<file path="src/logic/edpc_pkg.sv">
// edpc_pkg: constants and types for the energy detect power control block.
// assumes: one 16-bit control word reached over the two-wire management interface.
package edpc_pkg;

    // management frame fields
    localparam logic [4:0] REG_ADDR      = 5'h1d;
    localparam logic [1:0] OP_READ       = 2'h2;
    localparam logic [1:0] OP_WRITE      = 2'h1;
    localparam logic [5:0] PREAMBLE_ONES = 6'h20;
    localparam logic [4:0] HDR_LAST      = 5'h0c;
    localparam logic [4:0] DATA_LAST     = 5'h0f;

    // control word field positions
    localparam int BIT_ENABLE    = 15;
    localparam int BIT_AUTO_UP   = 14;
    localparam int BIT_AUTO_DOWN = 13;
    localparam int BIT_MANUAL    = 12;
    localparam int BIT_BURST_DIS = 11;
    localparam int BIT_PWR_STATE = 10;
    localparam int THR_MSB       = 3;
    localparam int THR_LSB       = 0;

    // reset values
    localparam logic       RST_ENABLE    = 1'b0;
    localparam logic       RST_AUTO_UP   = 1'b1;
    localparam logic       RST_AUTO_DOWN = 1'b1;
    localparam logic       RST_BURST_DIS = 1'b0;
    localparam logic [3:0] RST_THRESHOLD = 4'h1;

    // pulses sent at each power-up from the down state while enabled; the power-up on disable sends none
    localparam logic [2:0] BURST_PULSES = 3'h4;
    localparam logic [2:0] SINGLE_PULSE = 3'h1;

    typedef struct packed {
        logic       enable;
        logic       auto_up;
        logic       auto_down;
        logic       burst_dis;
        logic [3:0] threshold;
    } edpc_ctrl_t;

    typedef enum logic {EDPC_DOWN, EDPC_UP} edpc_pwr_t;

    typedef enum logic [1:0] {EDPC_MD_PRE, EDPC_MD_HDR, EDPC_MD_TA, EDPC_MD_DATA} edpc_md_t;

endpackage

</file>
<file path="src/logic/edpc_energy_detect.sv">
// edpc_energy_detect: energy detect power control with its management register slave.
// assumes: mdc, mdio_in and energy inputs are synchronous to clock; mdc is well below clock/2.
`timescale 1ns/1ns

module edpc_energy_detect #(
    parameter logic [4:0] PHY_ADDR         = 5'h01,
    parameter int         PULSE_GAP_CYCLES = 4
) (
    input  wire logic       clock,
    input  wire logic       reset,
    input  wire logic       clock_enable,
    input  wire logic       mdc,
    input  wire logic       mdio_in,
    output logic            mdio_out,
    output logic            mdio_oe_n,
    input  wire logic [3:0] rx_energy_count,
    input  wire logic       rx_energy_seen,
    output logic            line_power_up,
    output logic            energy_pulse
);

    ////////////////////////////////////////////////////////////////////////////////
    // state

    edpc_pkg::edpc_md_t   md_state, next_md_state;
    logic        [5:0]    ones, next_ones;
    logic        [4:0]    cnt, next_cnt;
    logic        [11:0]   hdr, next_hdr;
    logic                 rd_op, next_rd_op;
    logic                 hit, next_hit;
    logic        [15:0]   shreg, next_shreg;
    logic                 next_mdio_out, next_mdio_oe_n;
    logic                 mdc_q;
    logic                 wr_commit, next_wr_commit;
    logic        [15:0]   wr_data, next_wr_data;

    edpc_pkg::edpc_ctrl_t ctrl, next_ctrl;
    logic                 manual_power_transition, next_manual;
    edpc_pkg::edpc_pwr_t  ed_state, next_ed_state;
    logic        [2:0]    pulse_left, next_pulse_left;
    logic        [7:0]    gap, next_gap;
    logic                 next_line_power_up, next_energy_pulse;

    logic                 mdc_rise;
    logic        [12:0]   full_hdr;
    logic        [15:0]   rd_word;

    assign mdc_rise = mdc && !mdc_q;
    assign full_hdr = {hdr, mdio_in};

    always_comb begin
        rd_word = 16'h0000;
        rd_word[edpc_pkg::BIT_ENABLE] = ctrl.enable;
        rd_word[edpc_pkg::BIT_AUTO_UP] = ctrl.auto_up;
        rd_word[edpc_pkg::BIT_AUTO_DOWN] = ctrl.auto_down;
        rd_word[edpc_pkg::BIT_MANUAL] = manual_power_transition;
        rd_word[edpc_pkg::BIT_BURST_DIS] = ctrl.burst_dis;
        rd_word[edpc_pkg::BIT_PWR_STATE] = line_power_up;
        rd_word[edpc_pkg::THR_MSB:edpc_pkg::THR_LSB] = ctrl.threshold;
    end

    ////////////////////////////////////////////////////////////////////////////////
    // management frame slave

    always_comb begin
        next_md_state  = md_state;
        next_ones      = ones;
        next_cnt       = cnt;
        next_hdr       = hdr;
        next_rd_op     = rd_op;
        next_hit       = hit;
        next_shreg     = shreg;
        next_mdio_out  = mdio_out;
        next_mdio_oe_n = mdio_oe_n;
        next_wr_commit = 1'b0;
        next_wr_data   = wr_data;
        if (mdc_rise) begin
            case (md_state)
                edpc_pkg::EDPC_MD_PRE: begin
                    if (mdio_in) begin
                        if (ones != edpc_pkg::PREAMBLE_ONES) begin
                            next_ones = ones + 6'h01;
                        end
                    end else if (ones == edpc_pkg::PREAMBLE_ONES) begin
                        next_md_state = edpc_pkg::EDPC_MD_HDR;
                        next_cnt      = 5'h00;
                    end else begin
                        next_ones = 6'h00;
                    end
                end
                edpc_pkg::EDPC_MD_HDR: begin
                    next_hdr = full_hdr[11:0];
                    next_cnt = cnt + 5'h01;
                    // start bit one, op, phy and register: thirteen rises, cnt 0 to HDR_LAST
                    if (cnt == edpc_pkg::HDR_LAST) begin
                        next_cnt   = 5'h00;
                        next_rd_op = full_hdr[11:10] == edpc_pkg::OP_READ;
                        next_hit   = full_hdr[4:0] == edpc_pkg::REG_ADDR;
                        // frames for other addresses are dropped so another device may answer
                        if (full_hdr[12] && full_hdr[9:5] == PHY_ADDR &&
                            (full_hdr[11:10] == edpc_pkg::OP_READ || full_hdr[11:10] == edpc_pkg::OP_WRITE)) begin
                            next_md_state = edpc_pkg::EDPC_MD_TA;
                        end else begin
                            next_md_state = edpc_pkg::EDPC_MD_PRE;
                            next_ones     = 6'h00;
                        end
                    end
                end
                edpc_pkg::EDPC_MD_TA: begin
                    next_cnt = cnt + 5'h01;
                    if (cnt != 5'h00) begin
                        next_md_state = edpc_pkg::EDPC_MD_DATA;
                        next_cnt      = 5'h00;
                        if (rd_op) begin
                            next_mdio_out = rd_word[15];
                            next_shreg    = {rd_word[14:0], 1'b0};
                        end
                    end else if (rd_op && hit) begin
                        next_mdio_oe_n = 1'b0;
                        next_mdio_out  = 1'b0;
                    end
                end
                default: begin
                    next_cnt = cnt + 5'h01;
                    if (rd_op) begin
                        next_mdio_out = shreg[15];
                        next_shreg    = {shreg[14:0], 1'b0};
                    end else begin
                        next_shreg = {shreg[14:0], mdio_in};
                    end
                    if (cnt == edpc_pkg::DATA_LAST) begin
                        next_md_state  = edpc_pkg::EDPC_MD_PRE;
                        next_ones      = 6'h00;
                        next_mdio_oe_n = 1'b1;
                        next_wr_commit = !rd_op && hit;
                        next_wr_data   = {shreg[14:0], mdio_in};
                    end
                end
            endcase
        end
    end

    always_ff @(posedge clock or posedge reset) begin
        if (reset) begin
            md_state  <= edpc_pkg::EDPC_MD_PRE;
            ones      <= 6'h00;
            cnt       <= 5'h00;
            hdr       <= 12'h000;
            rd_op     <= 1'b0;
            hit       <= 1'b0;
            shreg     <= 16'h0000;
            mdio_out  <= 1'b0;
            mdio_oe_n <= 1'b1;
            mdc_q     <= 1'b0;
            wr_commit <= 1'b0;
            wr_data   <= 16'h0000;
        end else if (clock_enable) begin
            md_state  <= next_md_state;
            ones      <= next_ones;
            cnt       <= next_cnt;
            hdr       <= next_hdr;
            rd_op     <= next_rd_op;
            hit       <= next_hit;
            shreg     <= next_shreg;
            mdio_out  <= next_mdio_out;
            mdio_oe_n <= next_mdio_oe_n;
            mdc_q     <= mdc;
            wr_commit <= next_wr_commit;
            wr_data   <= next_wr_data;
        end
    end

    ////////////////////////////////////////////////////////////////////////////////
    // energy detect power control

    always_comb begin
        next_ctrl         = ctrl;
        next_manual       = 1'b0;
        next_ed_state     = ed_state;
        next_pulse_left   = pulse_left;
        next_gap          = gap;
        next_energy_pulse = 1'b0;
        if (wr_commit) begin
            next_ctrl.enable    = wr_data[edpc_pkg::BIT_ENABLE];
            next_ctrl.auto_up   = wr_data[edpc_pkg::BIT_AUTO_UP];
            next_ctrl.auto_down = wr_data[edpc_pkg::BIT_AUTO_DOWN];
            next_ctrl.burst_dis = wr_data[edpc_pkg::BIT_BURST_DIS];
            next_ctrl.threshold = wr_data[edpc_pkg::THR_MSB:edpc_pkg::THR_LSB];
            next_manual = wr_data[edpc_pkg::BIT_MANUAL];
        end
        // disabled keeps the line side powered
        if (!ctrl.enable) begin
            next_ed_state   = edpc_pkg::EDPC_UP;
            next_pulse_left = 3'h0;
        end else begin
            case (ed_state)
                edpc_pkg::EDPC_DOWN: begin
                    if (manual_power_transition || (ctrl.auto_up && rx_energy_count >= ctrl.threshold)) begin
                        next_ed_state = edpc_pkg::EDPC_UP;
                        next_pulse_left = ctrl.burst_dis ? edpc_pkg::SINGLE_PULSE : edpc_pkg::BURST_PULSES;
                        next_gap        = 8'h00;
                    end
                end
                default: begin
                    if (manual_power_transition || (ctrl.auto_down && !rx_energy_seen)) begin
                        next_ed_state   = edpc_pkg::EDPC_DOWN;
                        next_pulse_left = 3'h0;
                    end else if (pulse_left != 3'h0) begin
                        if (gap == 8'h00) begin
                            next_energy_pulse = 1'b1;
                            next_pulse_left   = pulse_left - 3'h1;
                            next_gap          = 8'(PULSE_GAP_CYCLES);
                        end else begin
                            next_gap = gap - 8'h01;
                        end
                    end
                end
            endcase
        end
        next_line_power_up = next_ed_state == edpc_pkg::EDPC_UP;
    end

    always_ff @(posedge clock or posedge reset) begin
        if (reset) begin
            ctrl                    <= '{edpc_pkg::RST_ENABLE, edpc_pkg::RST_AUTO_UP, edpc_pkg::RST_AUTO_DOWN,
                                         edpc_pkg::RST_BURST_DIS, edpc_pkg::RST_THRESHOLD};
            manual_power_transition <= 1'b0;
            ed_state                <= edpc_pkg::EDPC_UP;
            pulse_left              <= 3'h0;
            gap                     <= 8'h00;
            line_power_up           <= 1'b1;
            energy_pulse            <= 1'b0;
        end else if (clock_enable) begin
            ctrl                    <= next_ctrl;
            manual_power_transition <= next_manual;
            ed_state                <= next_ed_state;
            pulse_left              <= next_pulse_left;
            gap                     <= next_gap;
            line_power_up           <= next_line_power_up;
            energy_pulse            <= next_energy_pulse;
        end
    end

    ////////////////////////////////////////////////////////////////////////////////
    // checks

    a_disabled_stays_up: assert property (@(posedge clock) disable iff (reset)
        clock_enable && !ctrl.enable |=> line_power_up) else $error("disabled block powered down");

    a_threshold_powers_up: assert property (@(posedge clock) disable iff (reset)
        clock_enable && ctrl.enable && ctrl.auto_up && ed_state == edpc_pkg::EDPC_DOWN &&
        rx_energy_count >= ctrl.threshold |=> line_power_up) else $error("threshold reached without power-up");

    a_no_energy_down: assert property (@(posedge clock) disable iff (reset)
        clock_enable && ctrl.enable && ctrl.auto_down && ed_state == edpc_pkg::EDPC_UP && !rx_energy_seen
        |=> !line_power_up) else $error("no energy without power-down");

    a_manual_toggles: assert property (@(posedge clock) disable iff (reset)
        clock_enable && ctrl.enable && manual_power_transition
        |=> line_power_up != $past(line_power_up) && !manual_power_transition) else $error("manual bit did not toggle");

    a_status_readback: assert property (@(posedge clock) disable iff (reset)
        rd_word[edpc_pkg::BIT_PWR_STATE] == (ed_state == edpc_pkg::EDPC_UP)) else $error("power state bit wrong");

    a_burst_length: assert property (@(posedge clock) disable iff (reset)
        $rose(line_power_up) && $past(ctrl.enable)
        |-> pulse_left == ($past(ctrl.burst_dis) ? edpc_pkg::SINGLE_PULSE : edpc_pkg::BURST_PULSES))
        else $error("wrong pulse count at power-up");

    a_write_lands: assert property (@(posedge clock) disable iff (reset)
        clock_enable && wr_commit |=> ctrl.threshold == $past(wr_data[3:0]) &&
        ctrl.enable == $past(wr_data[edpc_pkg::BIT_ENABLE])) else $error("write not stored");

    a_release_idle: assert property (@(posedge clock) disable iff (reset)
        md_state == edpc_pkg::EDPC_MD_PRE || md_state == edpc_pkg::EDPC_MD_HDR |-> mdio_oe_n)
        else $error("mdio driven outside read data");

endmodule // edpc_energy_detect

</file>
<file path="config.mk">
export PLATFORM = sky130hd
export DESIGN_NAME = edpc_energy_detect
export DESIGN_NICKNAME = d
export VERILOG_FILES = /design/src/logic/edpc_pkg.sv /design/src/logic/edpc_energy_detect.sv
export SDC_FILE = /design/constraint.sdc
export NUM_CORES = 1
export LEC_CHECK = 0
export BUFFER_PORTS_ARGS = -buffer_cell sky130_fd_sc_hd__buf_4
export CORE_MARGIN = 5
export CORE_UTILIZATION = 65
export DETAILED_ROUTE_END_ITERATION = 10
export GPL_TIMING_DRIVEN = 0
export PLACE_DENSITY = 0.95
export SETUP_SLACK_MARGIN = 0.15
export SLEW_MARGIN = 15
export SYNTH_ARGS = -nofsm -noshare
export SYNTH_HDL_FRONTEND = slang
export SYNTH_SLANG_ARGS = --single-unit
</file>
<file path="constraint.sdc">
create_clock -name clock -period 3.54 [get_ports clock]
set_clock_uncertainty 0.1 [all_clocks]
set_input_delay 0 -clock clock [delete_from_list [all_inputs] [get_ports clock]]
set_output_delay 0 -clock clock [all_outputs]
set_load 0.01 [all_outputs]
</file>
==> impl_metrics.yaml <==
final_layout:
  syn_to_final_growth_pct: 12.5
  stdcell_count: 485
  antennaDiodeCount: 0
  nNetsFinal: 429
  drive_gt1_frac: 0.185
  fin_util: 0.742
sta:
  finalHoldViolCount: 0
  slew_viol_final: 0
  finalSetupTns_ps: 0
  rsz0062_at_grt: "false"
  worst_pin_slew_ps: 620
  min_period_over_period: 0.689
  setup_violations: 0
  period_minus_slack_ps: 2440
  max_freq_mhz: 410
  maxSlewHeadroom: 0.587
hold_path:
  hold_start: "clock_enable"
  hold_path.class: "input pin to register"
run_status:
  status: "finished, final reports clean"
global_route:
  grt_pass1_vias: 3020
  grt_start_max_net_pins: 44
  grtUsageTotal: 0.240
  grt-ovfl-total: 0
  antenna_found_initial: 0
  grt_pass1_wl_um: 14100
placed_design:
  dpl.hpwl_um: 5600
  post-place-cells: 466
  numPortBuffers: 12
  gp_congestion: 0.850
critical_path:
  cp-end-kind: "register"
  crit_family: "compound AO/OA/AOI/OAI gates"
  required_ps: 3670
  crit_chain: "ha_1 -> and3_1 -> ha_1 -> o21ai_0 -> o31a_1 -> or2_1 -> clkbuf_1 -> o21ai_0"
  crit_path_start_kind: "register"
  crit_type: "register to register"
  slowest_stage: "dfrtp_1"
  max_stage_delay_ps: 430
  rr_startpoint: "cnt[0]"
  arrival_ps: 2560
  startpoint: "cnt[0]"
  critPathBufInv: 1
  path_max_fanout: 6
logic_synthesis:
  yosys_register_bits: 78
  syn_avg_cell_area_um2: 10.2
  syn_inst: 378
  synth_ff_type: "dfrtp_1"
  ys_async_sr_fraction: 1.00
  synth_edf_count: 0
  synth_cell_types: 54
  synth_warnings: 0
  syn_area_um2: 3860
  synth_nets: 402
  yosysSeqAreaShare: 0.507
floorplan:
  die_area_um2: 7580
  core_um2: 5850
  floorplan.io_pins: 14
  start_util: 0.660
  die_h_um: 87.1
  rows: 28
  die_x_um: 87.1
cts:
  post_cts_buffers: 0
  cts_tree: "yes"
  clk_pin_slew_ps: 80
  root_buffer: "clkbuf_8"
  numClockSinks: 78
  numCtsBuffers: 9
  cts_resized: 0
  clock_path_buffers: 2
  insertion_delay_ps: 350
  htree_levels: 3
power:
  ir_drop_mv: 0.366
  power_leakage_nw: 2.08
  power_density_nw_per_um2: 416
  p_seq_frac: 0.505
  p_comb_frac: 0.044
  swShare: 0.212
  net-switching-power_uw: 383
  internal_power_mw: 1.42
  p_clk_frac: 0.451
routing:
  dr.first_iter.drc_count: 213
  num_vias: 2930
  avgRoutedWirePerCell_um: 16.9
  first_pass_iters: 4
  vias_per_cell: 6.04
  drcViolationCount: 0
  antenna_left: 0
  drt_wl_total_um: 8190
job:
  maxCapViolCount: 0
## power groups by stage
| stage | registers, mW | clock network (mW) | logic [mW] |
|---|---|---|---|
| CTS | 0.912 | 0.823 | 0.0813 |
| finish | 0.913 | 0.814 | 0.0799 |
| floorplan | 0.927 | 0 | 0.0528 |
| global route | 0.915 | 0.866 | 0.0933 |
| global placement | 0.929 | 0 | 0.0704 |
| detailed placement | 0.930 | 0 | 0.0783 |
## what timing repair did
item	in CTS	in global routing
hold buffers	3	0
endpoints found under the setup margin	0	0
hold endpoints to repair	76	0
## layout make-up
type                    count  area (um2)
plain buffers              17        67.6
inverters                  24        92.6
clock inverters             5         106
flip-flops and latches     78        1960
repair buffers             16         140
fillers                   354        1510
multi-input cells         259        1740
well taps                  75        93.8
clock buffers              11         141
## flip-flops by register name, indices dropped and copies added (netlist names)
| signal | cells |
|---|---|
| ones | 6 |
| ed_state | 1 |
| wr_commit | 1 |
| wr_data | 9 |
| cnt | 5 |
| manual_power_transition | 1 |
| mdio_oe_n | 1 |
| pulse_left | 3 |
| ctrl | 8 |
| shreg | 16 |
| energy_pulse | 1 |
| rd_op | 1 |
| md_state | 2 |
| hit | 1 |
| mdc_q | 1 |
| gap | 8 |
| hdr | 12 |
| mdio_out | 1 |
## final timing paths
| check | to | slack, ps | depth (start not counted) |
|---|---|---|---|
| max | ones[2] | 1100 | 8 |
| min | md_state[1] | 90 | 4 |
| max reg2reg | ones[2] | 1100 | 8 |
| min reg2reg | shreg[8] | 380 | 2 |
| max in group asynchronous | ed_state | 2590 | 4 |
| min in group asynchronous | shreg[8] | 120 | 3 |
## worst reg2reg max path, delay by kind of cell (launching register included)
family | cells | cell delay (ps)
flip-flops | 1 | 430
AND/OR/NAND/NOR | 2 | 320
adder cells (fa/ha/maj) | 2 | 460
AO/OA/AOI/OAI | 3 | 770
buffers and inverters | 1 | 240
## cell families (layout without fill, tap and decap cells)
family | after synthesis | in the layout | synth area share
flops | 78 | 78 | 0.507
buf+inv | 41 | 73 | 0.0409
fa+ha+maj | 14 | 14 | 0.0454
xor+xnor | 1 | 1 | 0.00227
compound gates | 81 | 81 | 0.130
simple gates | 125 | 125 | 0.165
mux | 38 | 38 | 0.109
## synthesized netlist by cell type, types with 2 or more instances
library cell,n,share of area
buf_2,3,0.0039
nand3_1,16,0.021
nor3_1,6,0.0078
and3_1,3,0.0049
ha_1,14,0.045
mux2_2,32,0.093
inv_1,24,0.023
nand2b_1,3,0.0049
or3_1,5,0.0081
or2_1,2,0.0032
nor2b_1,3,0.0049
dfstp_2,5,0.034
o31ai_1,8,0.016
nand3b_1,4,0.0078
nand2_1,43,0.042
a21o_1,3,0.0058
o211ai_1,2,0.0039
and2_2,2,0.0039
nor4_1,5,0.0081
nand4b_1,2,0.0045
mux2i_1,6,0.016
clkbuf_1,13,0.013
a21oi_1,16,0.021
dfrtp_1,73,0.47
nor2_1,18,0.018
a22o_1,2,0.0045
o21ai_0,36,0.047
nand4_1,3,0.0049
## layout by cell type, fill, tap and decap left out, types with 8 or more instances in the layout
| cell | netlist | layout |
|---|---|---|
| o21ai_0 | 36 | 36 |
| dfrtp_1 | 73 | 73 |
| nand3_1 | 16 | 16 |
| clkbuf_1 | 13 | 14 |
| a21oi_1 | 16 | 16 |
| clkbuf_8 | 0 | 10 |
| ha_1 | 14 | 14 |
| mux2_2 | 32 | 32 |
| nor2_1 | 18 | 18 |
| buf_4 | 0 | 12 |
| nand2_1 | 43 | 43 |
| inv_1 | 24 | 23 |
| o31ai_1 | 8 | 8 |
## metal layers
metal | wire [um] | share of wire | GRT usage | up-vias
met5 | 0 | 0 | 0 | -
met4 | 177 | 0.022 | 0.0977 | 0
met3 | 335 | 0.041 | 0.0615 | 17
met2 | 4220 | 0.51 | 0.411 | 78
met1 | 3460 | 0.42 | 0.288 | 1443
li1 | - | - | - | 1392
## per-stage QoR
stage	cell area [um2]	setup slack (ps)	power [mW]	hold slack, ps
floorplan	3860	1450	0.980	51.7
global placement	4040	665	0.999	159
detailed placement	4070	1220	1.01	-45.5
CTS	4340	1140	1.82	75.4
global route	4340	982	1.87	126
finish	4340	1100	1.81	91.2
(Power assumes the default switching activity.)
